[config.mk]
export PLATFORM = sky130hd
export DESIGN_NAME = enc_device_flat
export DESIGN_NICKNAME = d
export VERILOG_FILES = /design/src/hw/enc_pkg.sv /design/src/hw/enc_link_if.sv /design/src/hw/enc_device.sv /design/src/flat_wrapper.sv
export VERILOG_INCLUDE_DIRS = /design/src /design/src/hw
export SDC_FILE = /design/constraint.sdc
export NUM_CORES = 1
export LEC_CHECK = 0
export ABC_AREA = 0
export BUFFER_PORTS_ARGS = -buffer_cell sky130_fd_sc_hd__buf_2
export CAP_MARGIN = 20
export CORE_MARGIN = 10
export CORE_UTILIZATION = 55
export DETAILED_ROUTE_END_ITERATION = 7
export PLACE_DENSITY = 0.73
export SETUP_SLACK_MARGIN = 0.1
export SLEW_MARGIN = 15
export SYNTH_ARGS = -nofsm -noshare
export SYNTH_HDL_FRONTEND = slang
export SYNTH_SLANG_ARGS = --single-unit
export TNS_END_PERCENT = 5
[constraint.sdc]
create_clock -name sys_clk -period 7.6 [get_ports sys_clk]
set_input_delay 0.76 -clock sys_clk [delete_from_list [all_inputs] [get_ports sys_clk]]
set_output_delay 0.76 -clock sys_clk [all_outputs]
set_load 0.01 [all_outputs]
[src/hw/enc_params.svh]
`ifndef ENC_PARAMS_SVH
`define ENC_PARAMS_SVH
`define CMD_READ_POS 8'h42
`define CMD_SET_POS 8'h43
`define CMD_READ_ANALOG 8'h44
`define CMD_READ_CNT 8'h46
`define CMD_INC_CNT 8'h47
`define CMD_DEL_CNT 8'h49
`define CMD_READ_DATA 8'h4A
`define CMD_STORE_DATA 8'h4B
`define CMD_FIELD_STATUS 8'h4C
`define CMD_CREATE_FIELD 8'h4D
`define CMD_FREE_MEM 8'h4E
`define CMD_CHANGE_KEY 8'h4F
`define CMD_READ_STATUS 8'h50
`define CMD_SERIAL_VER 8'h56
`define CMD_CONFIG_LINK 8'h57
`define ST_OK 8'h00
`define ST_PARITY 8'h09
`define ST_CHECKSUM 8'h0A
`define ST_UNKNOWN 8'h0B
`define ST_COUNT 8'h0C
`define ST_ARG 8'h0D
`define ST_BAD_KEY 8'h0F
`define ST_ANALOG 8'h1C
`define ST_CURRENT_RAM 8'h1D
`define ST_TEMP 8'h1E
`define KEY_RESET 8'h55
`define FREE_MEM_BYTES 16'h0700
`define LINK_CFG_RESET 8'hE4
`define POS_BITS 15
`endif

[src/hw/enc_pkg.sv]
package enc_pkg;
  typedef logic [7:0] byte_t;
  typedef enum logic [1:0] {DEV_IDLE, DEV_ARGS, DEV_REPLY} dev_state_t;
  typedef enum logic [1:0] {CTL_IDLE, CTL_SEND, CTL_WAIT} ctl_state_t;
endpackage : enc_pkg

[src/hw/enc_link_if.sv]
`timescale 1ns/10ps
interface enc_link_if;
  // Controller to device byte stream
  logic req_valid;
  logic req_ready;
  logic [7:0] req_byte;
  logic req_last;
  logic req_parity_err;
  // Device to controller byte stream
  logic rsp_valid;
  logic [7:0] rsp_byte;
  logic rsp_last;
  modport ctl (output req_valid, req_byte, req_last, req_parity_err, input req_ready, rsp_valid, rsp_byte, rsp_last);
  modport dev (input req_valid, req_byte, req_last, req_parity_err, output req_ready, rsp_valid, rsp_byte, rsp_last);
endinterface : enc_link_if

[src/hw/enc_device.sv]
`timescale 1ns/10ps
`include "enc_params.svh"
module enc_device #(
  parameter logic [31:0] SERIAL_VER = 32'h0000_0001, // Arbitrary value
  parameter int FIELD_WORDS = 16
) (
  input wire logic sys_clk,
  input wire logic rst_b,
  enc_link_if.dev link,
  input wire logic [`POS_BITS-1:0] raw_pos,
  input wire enc_pkg::byte_t temperature,
  input wire logic analog_fault,
  input wire logic current_fault,
  input wire logic scratch_ram_fault,
  input wire logic temp_fault,
  output logic [`POS_BITS-1:0] position,
  output enc_pkg::byte_t link_config,
  output enc_pkg::byte_t status_code
);
  import enc_pkg::*;
  localparam int AW = $clog2(FIELD_WORDS);

  function automatic logic is_protected(input byte_t c);
    is_protected = (c == `CMD_SET_POS) || (c == `CMD_DEL_CNT) || (c == `CMD_STORE_DATA) ||
      (c == `CMD_CREATE_FIELD) || (c == `CMD_CHANGE_KEY) || (c == `CMD_CONFIG_LINK);
  endfunction : is_protected

  // Argument bytes expected, key byte included; 4'hF marks an unknown command
  function automatic logic [3:0] arg_count(input byte_t c);
    case (c)
      `CMD_READ_POS, `CMD_READ_CNT, `CMD_INC_CNT, `CMD_FREE_MEM, `CMD_READ_STATUS,
      `CMD_SERIAL_VER: arg_count = 4'd0;
      `CMD_READ_ANALOG, `CMD_FIELD_STATUS: arg_count = 4'd1;
      `CMD_DEL_CNT: arg_count = 4'd1;
      `CMD_READ_DATA: arg_count = 4'd1;
      `CMD_CHANGE_KEY, `CMD_CONFIG_LINK, `CMD_CREATE_FIELD: arg_count = 4'd2;
      `CMD_STORE_DATA, `CMD_SET_POS: arg_count = 4'd3;
      default: arg_count = 4'hF;
    endcase
  endfunction : arg_count

  dev_state_t st_r, st_nxt;
  byte_t cmd_r, cmd_nxt, key_r, key_nxt, cfg_r, cfg_nxt, err_r, err_nxt, sum_r, sum_nxt;
  byte_t arg_r [0:3];
  byte_t arg_nxt [0:3];
  logic [3:0] cnt_r, cnt_nxt;
  logic [`POS_BITS-1:0] off_r, off_nxt;
  logic [15:0] counter_r, counter_nxt;
  logic [15:0] field_size_r, field_size_nxt;
  byte_t field_mem [0:FIELD_WORDS-1];
  logic mem_we;
  byte_t rsp_r [0:4];
  byte_t rsp_nxt [0:4];
  logic [2:0] rlen_r, rlen_nxt, ridx_r, ridx_nxt;
  logic [`POS_BITS-1:0] pos_now;
  logic [AW-1:0] addr;
  // Set only by an error that the current command itself raised
  logic cmd_err;

  assign pos_now = `POS_BITS'(raw_pos - off_r);
  assign addr = AW'(arg_r[0]);

  always_comb begin
    st_nxt = st_r;
    cmd_nxt = cmd_r;
    key_nxt = key_r;
    cfg_nxt = cfg_r;
    err_nxt = err_r;
    sum_nxt = sum_r;
    cnt_nxt = cnt_r;
    off_nxt = off_r;
    counter_nxt = counter_r;
    field_size_nxt = field_size_r;
    rlen_nxt = rlen_r;
    ridx_nxt = ridx_r;
    mem_we = 1'b0;
    cmd_err = 1'b0;
    for (int i = 0; i < 4; i++) begin
      arg_nxt[i] = arg_r[i];
    end
    for (int i = 0; i < 5; i++) begin
      rsp_nxt[i] = rsp_r[i];
    end
    // Monitoring faults, lowest priority first so the last wins
    if (temp_fault) begin
      err_nxt = `ST_TEMP;
    end
    if (current_fault || scratch_ram_fault) begin
      err_nxt = `ST_CURRENT_RAM;
    end
    if (analog_fault) begin
      err_nxt = `ST_ANALOG;
    end
    case (st_r)
      DEV_IDLE: begin
        if (link.req_valid) begin
          cmd_nxt = link.req_byte;
          sum_nxt = link.req_byte;
          cnt_nxt = 4'd0;
          st_nxt = link.req_last ? DEV_REPLY : DEV_ARGS;
          if (link.req_parity_err) begin
            err_nxt = `ST_PARITY;
          end
        end
      end
      DEV_ARGS: begin
        if (link.req_valid) begin
          if (cnt_r < 4'd4) begin
            arg_nxt[cnt_r[1:0]] = link.req_byte;
          end
          cnt_nxt = 4'(cnt_r + 4'd1);
          sum_nxt = sum_r ^ link.req_byte;
          if (link.req_parity_err) begin
            err_nxt = `ST_PARITY;
          end
          if (link.req_last) begin
            st_nxt = DEV_REPLY;
          end
        end
      end
      DEV_REPLY: begin
        if (ridx_r == 3'd0 && rlen_r == 3'd0) begin
          // Decode and execute once the frame is complete
          rsp_nxt[0] = cmd_r;
          rlen_nxt = 3'd1;
          if (arg_count(cmd_r) == 4'hF) begin
            err_nxt = `ST_UNKNOWN;
            cmd_err = 1'b1;
          end else if (cnt_r != 4'(arg_count(cmd_r) + 4'd1)) begin
            err_nxt = `ST_COUNT;
            cmd_err = 1'b1;
          end else if (sum_r != 8'h00) begin
            // Frame XOR including trailing check byte must be zero
            err_nxt = `ST_CHECKSUM;
            cmd_err = 1'b1;
          end else if (is_protected(cmd_r) && arg_r[0] != key_r) begin
            err_nxt = `ST_BAD_KEY;
            cmd_err = 1'b1;
          end else begin
            case (cmd_r)
              `CMD_READ_POS: begin
                rsp_nxt[1] = {1'b0, pos_now[14:8]};
                rsp_nxt[2] = pos_now[7:0];
                rlen_nxt = 3'd3;
              end
              `CMD_SET_POS: off_nxt = `POS_BITS'(raw_pos - {arg_r[1][6:0], arg_r[2]});
              `CMD_READ_ANALOG: begin
                rsp_nxt[1] = temperature;
                rlen_nxt = 3'd2;
              end
              `CMD_READ_CNT: begin
                rsp_nxt[1] = counter_r[15:8];
                rsp_nxt[2] = counter_r[7:0];
                rlen_nxt = 3'd3;
              end
              `CMD_INC_CNT: counter_nxt = 16'(counter_r + 16'd1);
              `CMD_DEL_CNT: counter_nxt = 16'h0000;
              `CMD_READ_DATA: begin
                if (arg_r[0] >= 8'(FIELD_WORDS)) begin
                  err_nxt = `ST_ARG;
                  cmd_err = 1'b1;
                end else begin
                  rsp_nxt[1] = field_mem[addr];
                  rlen_nxt = 3'd2;
                end
              end
              `CMD_STORE_DATA: begin
                if (arg_r[1] >= 8'(FIELD_WORDS)) begin
                  err_nxt = `ST_ARG;
                  cmd_err = 1'b1;
                end else begin
                  mem_we = 1'b1;
                end
              end
              `CMD_FIELD_STATUS: begin
                rsp_nxt[1] = field_size_r[7:0];
                rlen_nxt = 3'd2;
              end
              `CMD_CREATE_FIELD: field_size_nxt = {8'h00, arg_r[1]};
              `CMD_FREE_MEM: begin
                rsp_nxt[1] = 8'(16'(`FREE_MEM_BYTES - field_size_r) >> 8);
                rsp_nxt[2] = 8'(`FREE_MEM_BYTES - field_size_r);
                rlen_nxt = 3'd3;
              end
              `CMD_CHANGE_KEY: key_nxt = arg_r[1];
              `CMD_READ_STATUS: begin
                rsp_nxt[1] = err_r;
                rlen_nxt = 3'd2;
                // A fault still present wins over the clear
                if (!(analog_fault || current_fault || scratch_ram_fault || temp_fault)) begin
                  err_nxt = `ST_OK;
                end
              end
              `CMD_SERIAL_VER: begin
                rsp_nxt[1] = SERIAL_VER[31:24];
                rsp_nxt[2] = SERIAL_VER[23:16];
                rsp_nxt[3] = SERIAL_VER[15:8];
                rsp_nxt[4] = SERIAL_VER[7:0];
                rlen_nxt = 3'd5;
              end
              `CMD_CONFIG_LINK: cfg_nxt = arg_r[1];
              default: err_nxt = `ST_UNKNOWN;
            endcase
          end
          if (cmd_err) begin
            rsp_nxt[0] = 8'h80 | cmd_r;
          end
        end else begin
          ridx_nxt = 3'(ridx_r + 3'd1);
          if (ridx_r == 3'(rlen_r - 3'd1)) begin
            ridx_nxt = 3'd0;
            rlen_nxt = 3'd0;
            st_nxt = DEV_IDLE;
          end
        end
      end
      default: st_nxt = DEV_IDLE;
    endcase
  end

  always_ff @(posedge sys_clk or negedge rst_b) begin
    if (!rst_b) begin
      st_r <= DEV_IDLE;
      cmd_r <= 8'h00;
      key_r <= `KEY_RESET;
      cfg_r <= `LINK_CFG_RESET;
      err_r <= `ST_OK;
      sum_r <= 8'h00;
      cnt_r <= 4'h0;
      off_r <= '0;
      counter_r <= 16'h0000;
      field_size_r <= 16'h0000;
      rlen_r <= 3'h0;
      ridx_r <= 3'h0;
      for (int i = 0; i < 4; i++) begin
        arg_r[i] <= 8'h00;
      end
      for (int i = 0; i < 5; i++) begin
        rsp_r[i] <= 8'h00;
      end
    end else begin
      st_r <= st_nxt;
      cmd_r <= cmd_nxt;
      key_r <= key_nxt;
      cfg_r <= cfg_nxt;
      err_r <= err_nxt;
      sum_r <= sum_nxt;
      cnt_r <= cnt_nxt;
      off_r <= off_nxt;
      counter_r <= counter_nxt;
      field_size_r <= field_size_nxt;
      rlen_r <= rlen_nxt;
      ridx_r <= ridx_nxt;
      for (int i = 0; i < 4; i++) begin
        arg_r[i] <= arg_nxt[i];
      end
      for (int i = 0; i < 5; i++) begin
        rsp_r[i] <= rsp_nxt[i];
      end
    end
  end

  always_ff @(posedge sys_clk) begin
    if (mem_we) begin
      field_mem[AW'(arg_r[1])] <= arg_r[2];
    end
  end

  assign link.req_ready = (st_r != DEV_REPLY);
  assign link.rsp_valid = (st_r == DEV_REPLY) && (rlen_r != 3'd0);
  assign link.rsp_byte = rsp_r[ridx_r];
  assign link.rsp_last = link.rsp_valid && (ridx_r == 3'(rlen_r - 3'd1));
  assign position = pos_now;
  assign link_config = cfg_r;
  assign status_code = err_r;
endmodule : enc_device

[src/flat_wrapper.sv]
// flat-port wrapper written by rule: the top's interface ports become plain ports
module enc_device_flat import enc_pkg::*;
#(
  parameter logic [31:0] SERIAL_VER = 32'h0000_0001,                   
  parameter int FIELD_WORDS = 16
)
  (sys_clk, rst_b, raw_pos, temperature, analog_fault, current_fault, scratch_ram_fault, temp_fault, position, link_config, status_code, link_req_valid, link_req_byte, link_req_last, link_req_parity_err, link_req_ready, link_rsp_valid, link_rsp_byte, link_rsp_last);
  enc_link_if link_i ();
  input wire logic sys_clk;
  input wire logic rst_b;
  input wire logic [`POS_BITS-1:0] raw_pos;
  input wire enc_pkg::byte_t temperature;
  input wire logic analog_fault;
  input wire logic current_fault;
  input wire logic scratch_ram_fault;
  input wire logic temp_fault;
  output logic [`POS_BITS-1:0] position;
  output enc_pkg::byte_t link_config;
  output enc_pkg::byte_t status_code;
  input wire logic [$bits(link_i.req_valid)-1:0] link_req_valid;
  input wire logic [$bits(link_i.req_byte)-1:0] link_req_byte;
  input wire logic [$bits(link_i.req_last)-1:0] link_req_last;
  input wire logic [$bits(link_i.req_parity_err)-1:0] link_req_parity_err;
  output wire logic [$bits(link_i.req_ready)-1:0] link_req_ready;
  output wire logic [$bits(link_i.rsp_valid)-1:0] link_rsp_valid;
  output wire logic [$bits(link_i.rsp_byte)-1:0] link_rsp_byte;
  output wire logic [$bits(link_i.rsp_last)-1:0] link_rsp_last;
  assign link_i.req_valid = link_req_valid;
  assign link_i.req_byte = link_req_byte;
  assign link_i.req_last = link_req_last;
  assign link_i.req_parity_err = link_req_parity_err;
  assign link_req_ready = link_i.req_ready;
  assign link_rsp_valid = link_i.rsp_valid;
  assign link_rsp_byte = link_i.rsp_byte;
  assign link_rsp_last = link_i.rsp_last;
  enc_device #(.SERIAL_VER(SERIAL_VER), .FIELD_WORDS(FIELD_WORDS)) u_core (.sys_clk(sys_clk), .rst_b(rst_b), .link(link_i), .raw_pos(raw_pos), .temperature(temperature), .analog_fault(analog_fault), .current_fault(current_fault), .scratch_ram_fault(scratch_ram_fault), .temp_fault(temp_fault), .position(position), .link_config(link_config), .status_code(status_code));
endmodule
Yosys cells after proc, flatten, opt, wreduce, memory -nomap -nowiden
Memory sizes are Yosys's and may differ from the RTL's.
Cells that the tools add are included.
- bits of input ports: 40
- bits in registers: 148
- memories kept: 1
- bits in writable memories: 128
- output and inout port bits: 42
- memory list (memory ; words ; bits a word ; rd ports ; clocked after Yosys merged registers in ; wr ports ; RTL line ; source):
    u_core.field_mem ; 16 ; 8 ; 1 ; 0 ; 1 ; enc_device.sv:50 ; byte_t field_mem [0:FIELD_WORDS-1];
- add/subtract/negate cells: 8
- multiplexer cells: 73
- equal/unequal tests: 28
- reduce and logical (&&, ||, !) cells: 47
- order comparisons: 6
- bitwise logic cells: 8
- operator list (operator ; number):
    $mux W8 ; 20
    $eq A8 B7 Y1 const B ; 15
    $pmux W8 S4 ; 2
    $pmux W8 S8 ; 1
    $reduce_and A7 Y1 ; 7
    $bwmux W32 ; 1
    $pmux W16 S2 ; 1
    $pmux W8 S2 ; 2
    $sub A15 B15 Y15 ; 2
    $mux W4 ; 7
    $bmux W8 S3 ; 1
    $mux W3 ; 7
    $mux W1 ; 18
    $add A16 B1 Y16 const B ; 1
    $demux W8 S2 ; 1
    $ge A8 B5 Y1 const B ; 2
    $pmux W4 S4 ; 1
    $reduce_bool A8 Y1 ; 2
    $mux W2 ; 7
    $ne A2 B2 Y1 const B ; 6
    $pmux W3 S4 ; 1
    $reduce_or A12 Y1 ; 1
    $sub A11 B8 Y12 const A ; 1
    $logic_or A1 B1 Y1 ; 9
    35 further kinds ; 54

Longest topological paths before layout
- depth after elaboration: 17
- gate-level depth with buffers: 14
- depth with buffers taken out: 11

Least setup slack after synthesis
No wires, ideal clock.
- kind: flip-flop to flip-flop
- start point: register u_core.cmd_r[3]
- end point: memory u_core.field_mem[10][0] (netlist bit), enable pin
- stages on the path, launching flop included: 14
- path buffers: 4
- library setup time: 0.395 ns
- arrival time: 3.709 ns
- path slack: 3.496 ns
- clock period less this slack: 4.104 ns
- cell sequence: dfrtp_1 -> clkbuf_1 -> buf_1 -> inv_1 -> a21oi_1 -> o221ai_1 -> ha_1 -> xor2_1 -> nor2_1 -> o21ai_2 -> or3_1 -> clkbuf_1 -> clkbuf_1 -> nor4_1
- word-level cells in the longest chain between the ends: 15
- elaborated cells on any way between the ends: 43
- classes of those cells: add/sub (1); eq/ne (17); mux (15); reduce/logical (10)
- RTL lines (what ; RTL line ; source):
    start, declared ; enc_device.sv:43 ; byte_t cmd_r, cmd_nxt, key_r, key_nxt, cfg_r, cfg_nxt, err_r, err_nxt, sum_r, sum_nxt;
    start signal, assigned ; enc_device.sv:243 ; cmd_r <= cmd_nxt;
    parallel branches: the longest is 10 deep, another holds $add A4 B1 Y4 ; - ;
    $mux W1 (*) ; enc_device.sv:126 ; if (arg_count(cmd_r) == 4'hF) begin
    $mux W1 (*) ; enc_device.sv:122 ; if (ridx_r == 3'd0 && rlen_r == 3'd0) begin
    $mux W1 (*) ; enc_device.sv:94 ; case (st_r)
    $mux W1 (*) ; enc_device.sv:264 ; if (mem_we) begin
    $mux W1 (implied by the code) (*) ; enc_device.sv:265 ; field_mem[AW'(arg_r[1])] <= arg_r[2];
    end, declared ; enc_device.sv:50 ;
Every way passes the cells marked *. The select of a mux whose other input is x is not followed.

Worst setup path in the final report
- start point: register u_core.cmd_r[1]
- end point: memory u_core.field_mem[1][0] (netlist bit), enable pin
The elaborated chain is that of the path after synthesis.

==> results.md <==
* 12.5% — synthesis-to-layout area growth
* 2.70 ns — worst path setup slack after routing
* 0.522 — ys async rst share
* 0 — Final Hold Fails
* 58 — number of rows created at floorplan
* 4.90 ns — final worst path period need
* 77 — pin count of the biggest net entering global routing
* 0.557 — starting density of the core
* 6.30 — Vias per Instance
* 0.120 — simple-gate share of the synthesized area
* 0 — global route total overflow
* 0.0321 sq mm — Die ar.
* 0 — number of DRC violations after detailed routing
* clkbuf_16 — Root Buffer
* 268 — clock sink count
* dfrtp_1, edfxtp_1, nand2_1 — top cells by instance count after synthesis
* 0.0250 sq mm — Core Box Area
* 1168 — synthesized netlist cell count
* 0 — initial antenna violation count
* register — category of the worst setup path launch point
* 128 — Post-synth EDFFs
* 0 — final setup violation count
* 1334 — fin nets
* 1605 — post-layout instance count excluding filler cells
* 179 um — Die X
* 0 — number of hold buffers added after CTS
* edfxtp_1, dfrtp_1, mux4_2, mux2_2, ha_1 — Area contributors post-synth
* edfxtp_1 — library cell with the largest summed area after synthesis
* 3 — buffer levels on the longest clock path
* 9776 — vias in the first global route
* 0.943 — final weighted congestion in routability-driven placement
* 28 — clock buffer count from CTS
* 0 ns — aggregate negative setup slack
* 0.276 — share of the synthesized area in the top cell type
* 82 — top-level I/O count
* 0.204 GHz — fmax
* 0.06 ns — CTS clk-pin slew, worst paths
* false — setup repair after global routing missed its margin
* 7.86 ns — required time of the worst setup path
* 0 — count of max-cap constraint violations
* 0 — synthesis warning total
* 6 — TritonRoute pass-1 iters
* 0 — count of buffers added by post-CTS timing repair for setup
* 0.139 — multiplexer fraction of the synthesized cell area
* 0.0258 — fraction of synthesized cell area in xor and xnor cells
* 0 — number of nets with antenna violations after detailed routing
* register to register — type of the worst setup path
* 0.117 — post-synthesis compound-gate area fraction
* multiplexers — combinational family with the most area after synthesis
* 0.528 — part of the Yosys area used for sequential elements
* 0.220 mV — Max rail drop VDD
* 0.232 — Global Route Usage Sum
* 0.645 — Period Utilization, post-route
* 0 — Pins Over Slew Limit
* 2.88 ns — Post-Place Setup Slack
* 0 — count of antenna diodes in the layout
* 1552 — total instance count after detailed placement
* 0.269 — worst slew margin relative to its limit
* 23.3 um — routed length per instance
* register — critical path capture point type
* 1.10 ns — worst slew pin tran
* 0.57 ns — insertion delay of the later-clocked pin in the worst-skew pair
* 0.222 — share of cells above drive strength 1
* 1 — depth of the CTS H-tree
* 1249 — number of nets in the synthesized netlist
* 268 — number of storage elements in the synthesis netlist
* 81 — number of buffer cells added on primary ports
* 10119 — Vias
* 0 — post-cts sizing count
* finished, final reports clean — outcome
* 337 mW/mm^2 — total power density per cell area
* dfrtp_1 — Synth Flop Type
* 26.8 mm — detailed placer's ending HPWL
* 78 — count of distinct cell types in the synthesized netlist
* 5.17 ns — WP data arrival
* 57.9 mm — global-route wire length before repair
* 6.49 nW — reported leakage power
* 37.4 mm — overall routed net length
* input pin to async pin — type of the tightest min-delay check
* 30 — Crit Path Max Fanout
* 11.9 sq um — mean area per synthesized cell
* built — CTS tree
* 1213 — drt initial violations
* 179 um — Die H
* 0.0139 sq mm — post-synth design cell area
* 0.0379 — Adder-Cell Fraction of Synth Area
* dfrtp_1 — most frequently used cell type in the post-synthesis netlist
* 0.0383 ns — largest clock skew in the final design
state kept, by name (all words and copies together), names as in the netlist:
name	cells
u_core.ridx_r	3
u_core.st_r	2
u_core.sum_r	8
u_core.key_r	8
u_core.off_r	15
u_core.cnt_r	4
u_core.counter_r	16
u_core.field_size_r	8
u_core.rlen_r	3
u_core.arg_r	20
u_core.cmd_r	8
u_core.link_config	8
u_core.status_code	8
u_core.addr	4
u_core.field_mem	128
u_core.rsp_r	25
worst paths after layout:
| check | start | to | slack, ns | cells after the start |
|---|---|---|---|---|
| setup / recovery | u_core.cmd_r[1] | u_core.field_mem[1][0] | 2.70 | 10 |
| hold / removal | rst_b | u_core.link_config[4] | 0.23 | 1 |
| setup reg to reg | u_core.cmd_r[1] | u_core.field_mem[1][0] | 2.70 | 10 |
| hold reg to reg | u_core.rsp_r[34] | u_core.rsp_r[34] | 0.48 | 2 |
| max in group asynchronous | rst_b | u_core.addr[0] | 6.02 | 2 |
| min in group sys_clk | link_req_last | u_core.st_r[0] | 0.39 | 2 |
per-layer routing:
metal / routed length (um) / track usage
met2: 17900 / 0.375
met1: 15900 / 0.321
met3: 2710 / 0.0337
met4: 975 / 0.0676
met5: 0 / 0
worst max-delay path, cell delays in order, from the launching register on:
cell and delay (ns):
dfrtp_1 0.97, clkinv_1 0.57, a21oi_1 0.28, o221ai_1 0.26, ha_1 0.40, xor2_1 0.16, nor2_1 0.21, o21ai_2 0.21
or3_1 0.70, nor4_1 0.61, buf_4 0.25
cells by family after synthesis:
group	Yosys count
buffers and inverters	110
and+or+nand+nor	325
adders and majority gates	41
DFF	268
AOI/OAI and AO/OA	247
muxes	136
xor gates and xnor gates	41
report_power, final:
part           internal [mW]  switching (mW)  leakage, nW
clock network          0.790           0.577        0.463
registers               1.75           0.400         2.94
logic                  0.772           0.993         3.08
through the flow:
step           hold slack, ns  power (mW)   util  cell area, sq um
2_1_floorplan           0.443        3.30      -             13900
5_1_grt                 0.276        5.57  0.626             15700
3_3_place_gp            0.465        3.86  0.588             14700
4_1_cts                 0.244        5.27  0.625             15700
3_5_place_dp            0.468        3.90  0.588             14700
6_report                0.230        5.28  0.626             15700
cells in the final DEF (no fill, tap or decap), drive strengths merged, types with 6 or more instances in the layout:
cell and count:
clkinv 11, a22o 7, a31oi 6, o211ai 8, nor3b 7, dfrtp 132
mux4 40, nor2 68, nand4 6, edfxtp 128, nand3 31, a22oi 9
o31ai 12, nor2b 14, or4 10, ha 39, nand2b 14, nor4 25
a21o 7, or3 12, o21a 9, nor3 20, mux2 64, mux2i 32
nand2 80, xnor2 22, clkbuf 38, buf 109, and3 20, inv 56
xor2 19, a21oi 69, o21ai 65, dfstp 8
area by class of cell:
type | count | area (sq um)
clock inverters | 14 | 150
clock buffers | 38 | 777
flip-flops and latches | 268 | 7360
fillers | 1980 | 9350
repair buffers | 109 | 642
inverters | 56 | 210
multi-input cells | 790 | 6130
well taps | 330 | 413
Note: power is estimated with default switching activity, not from simulation.
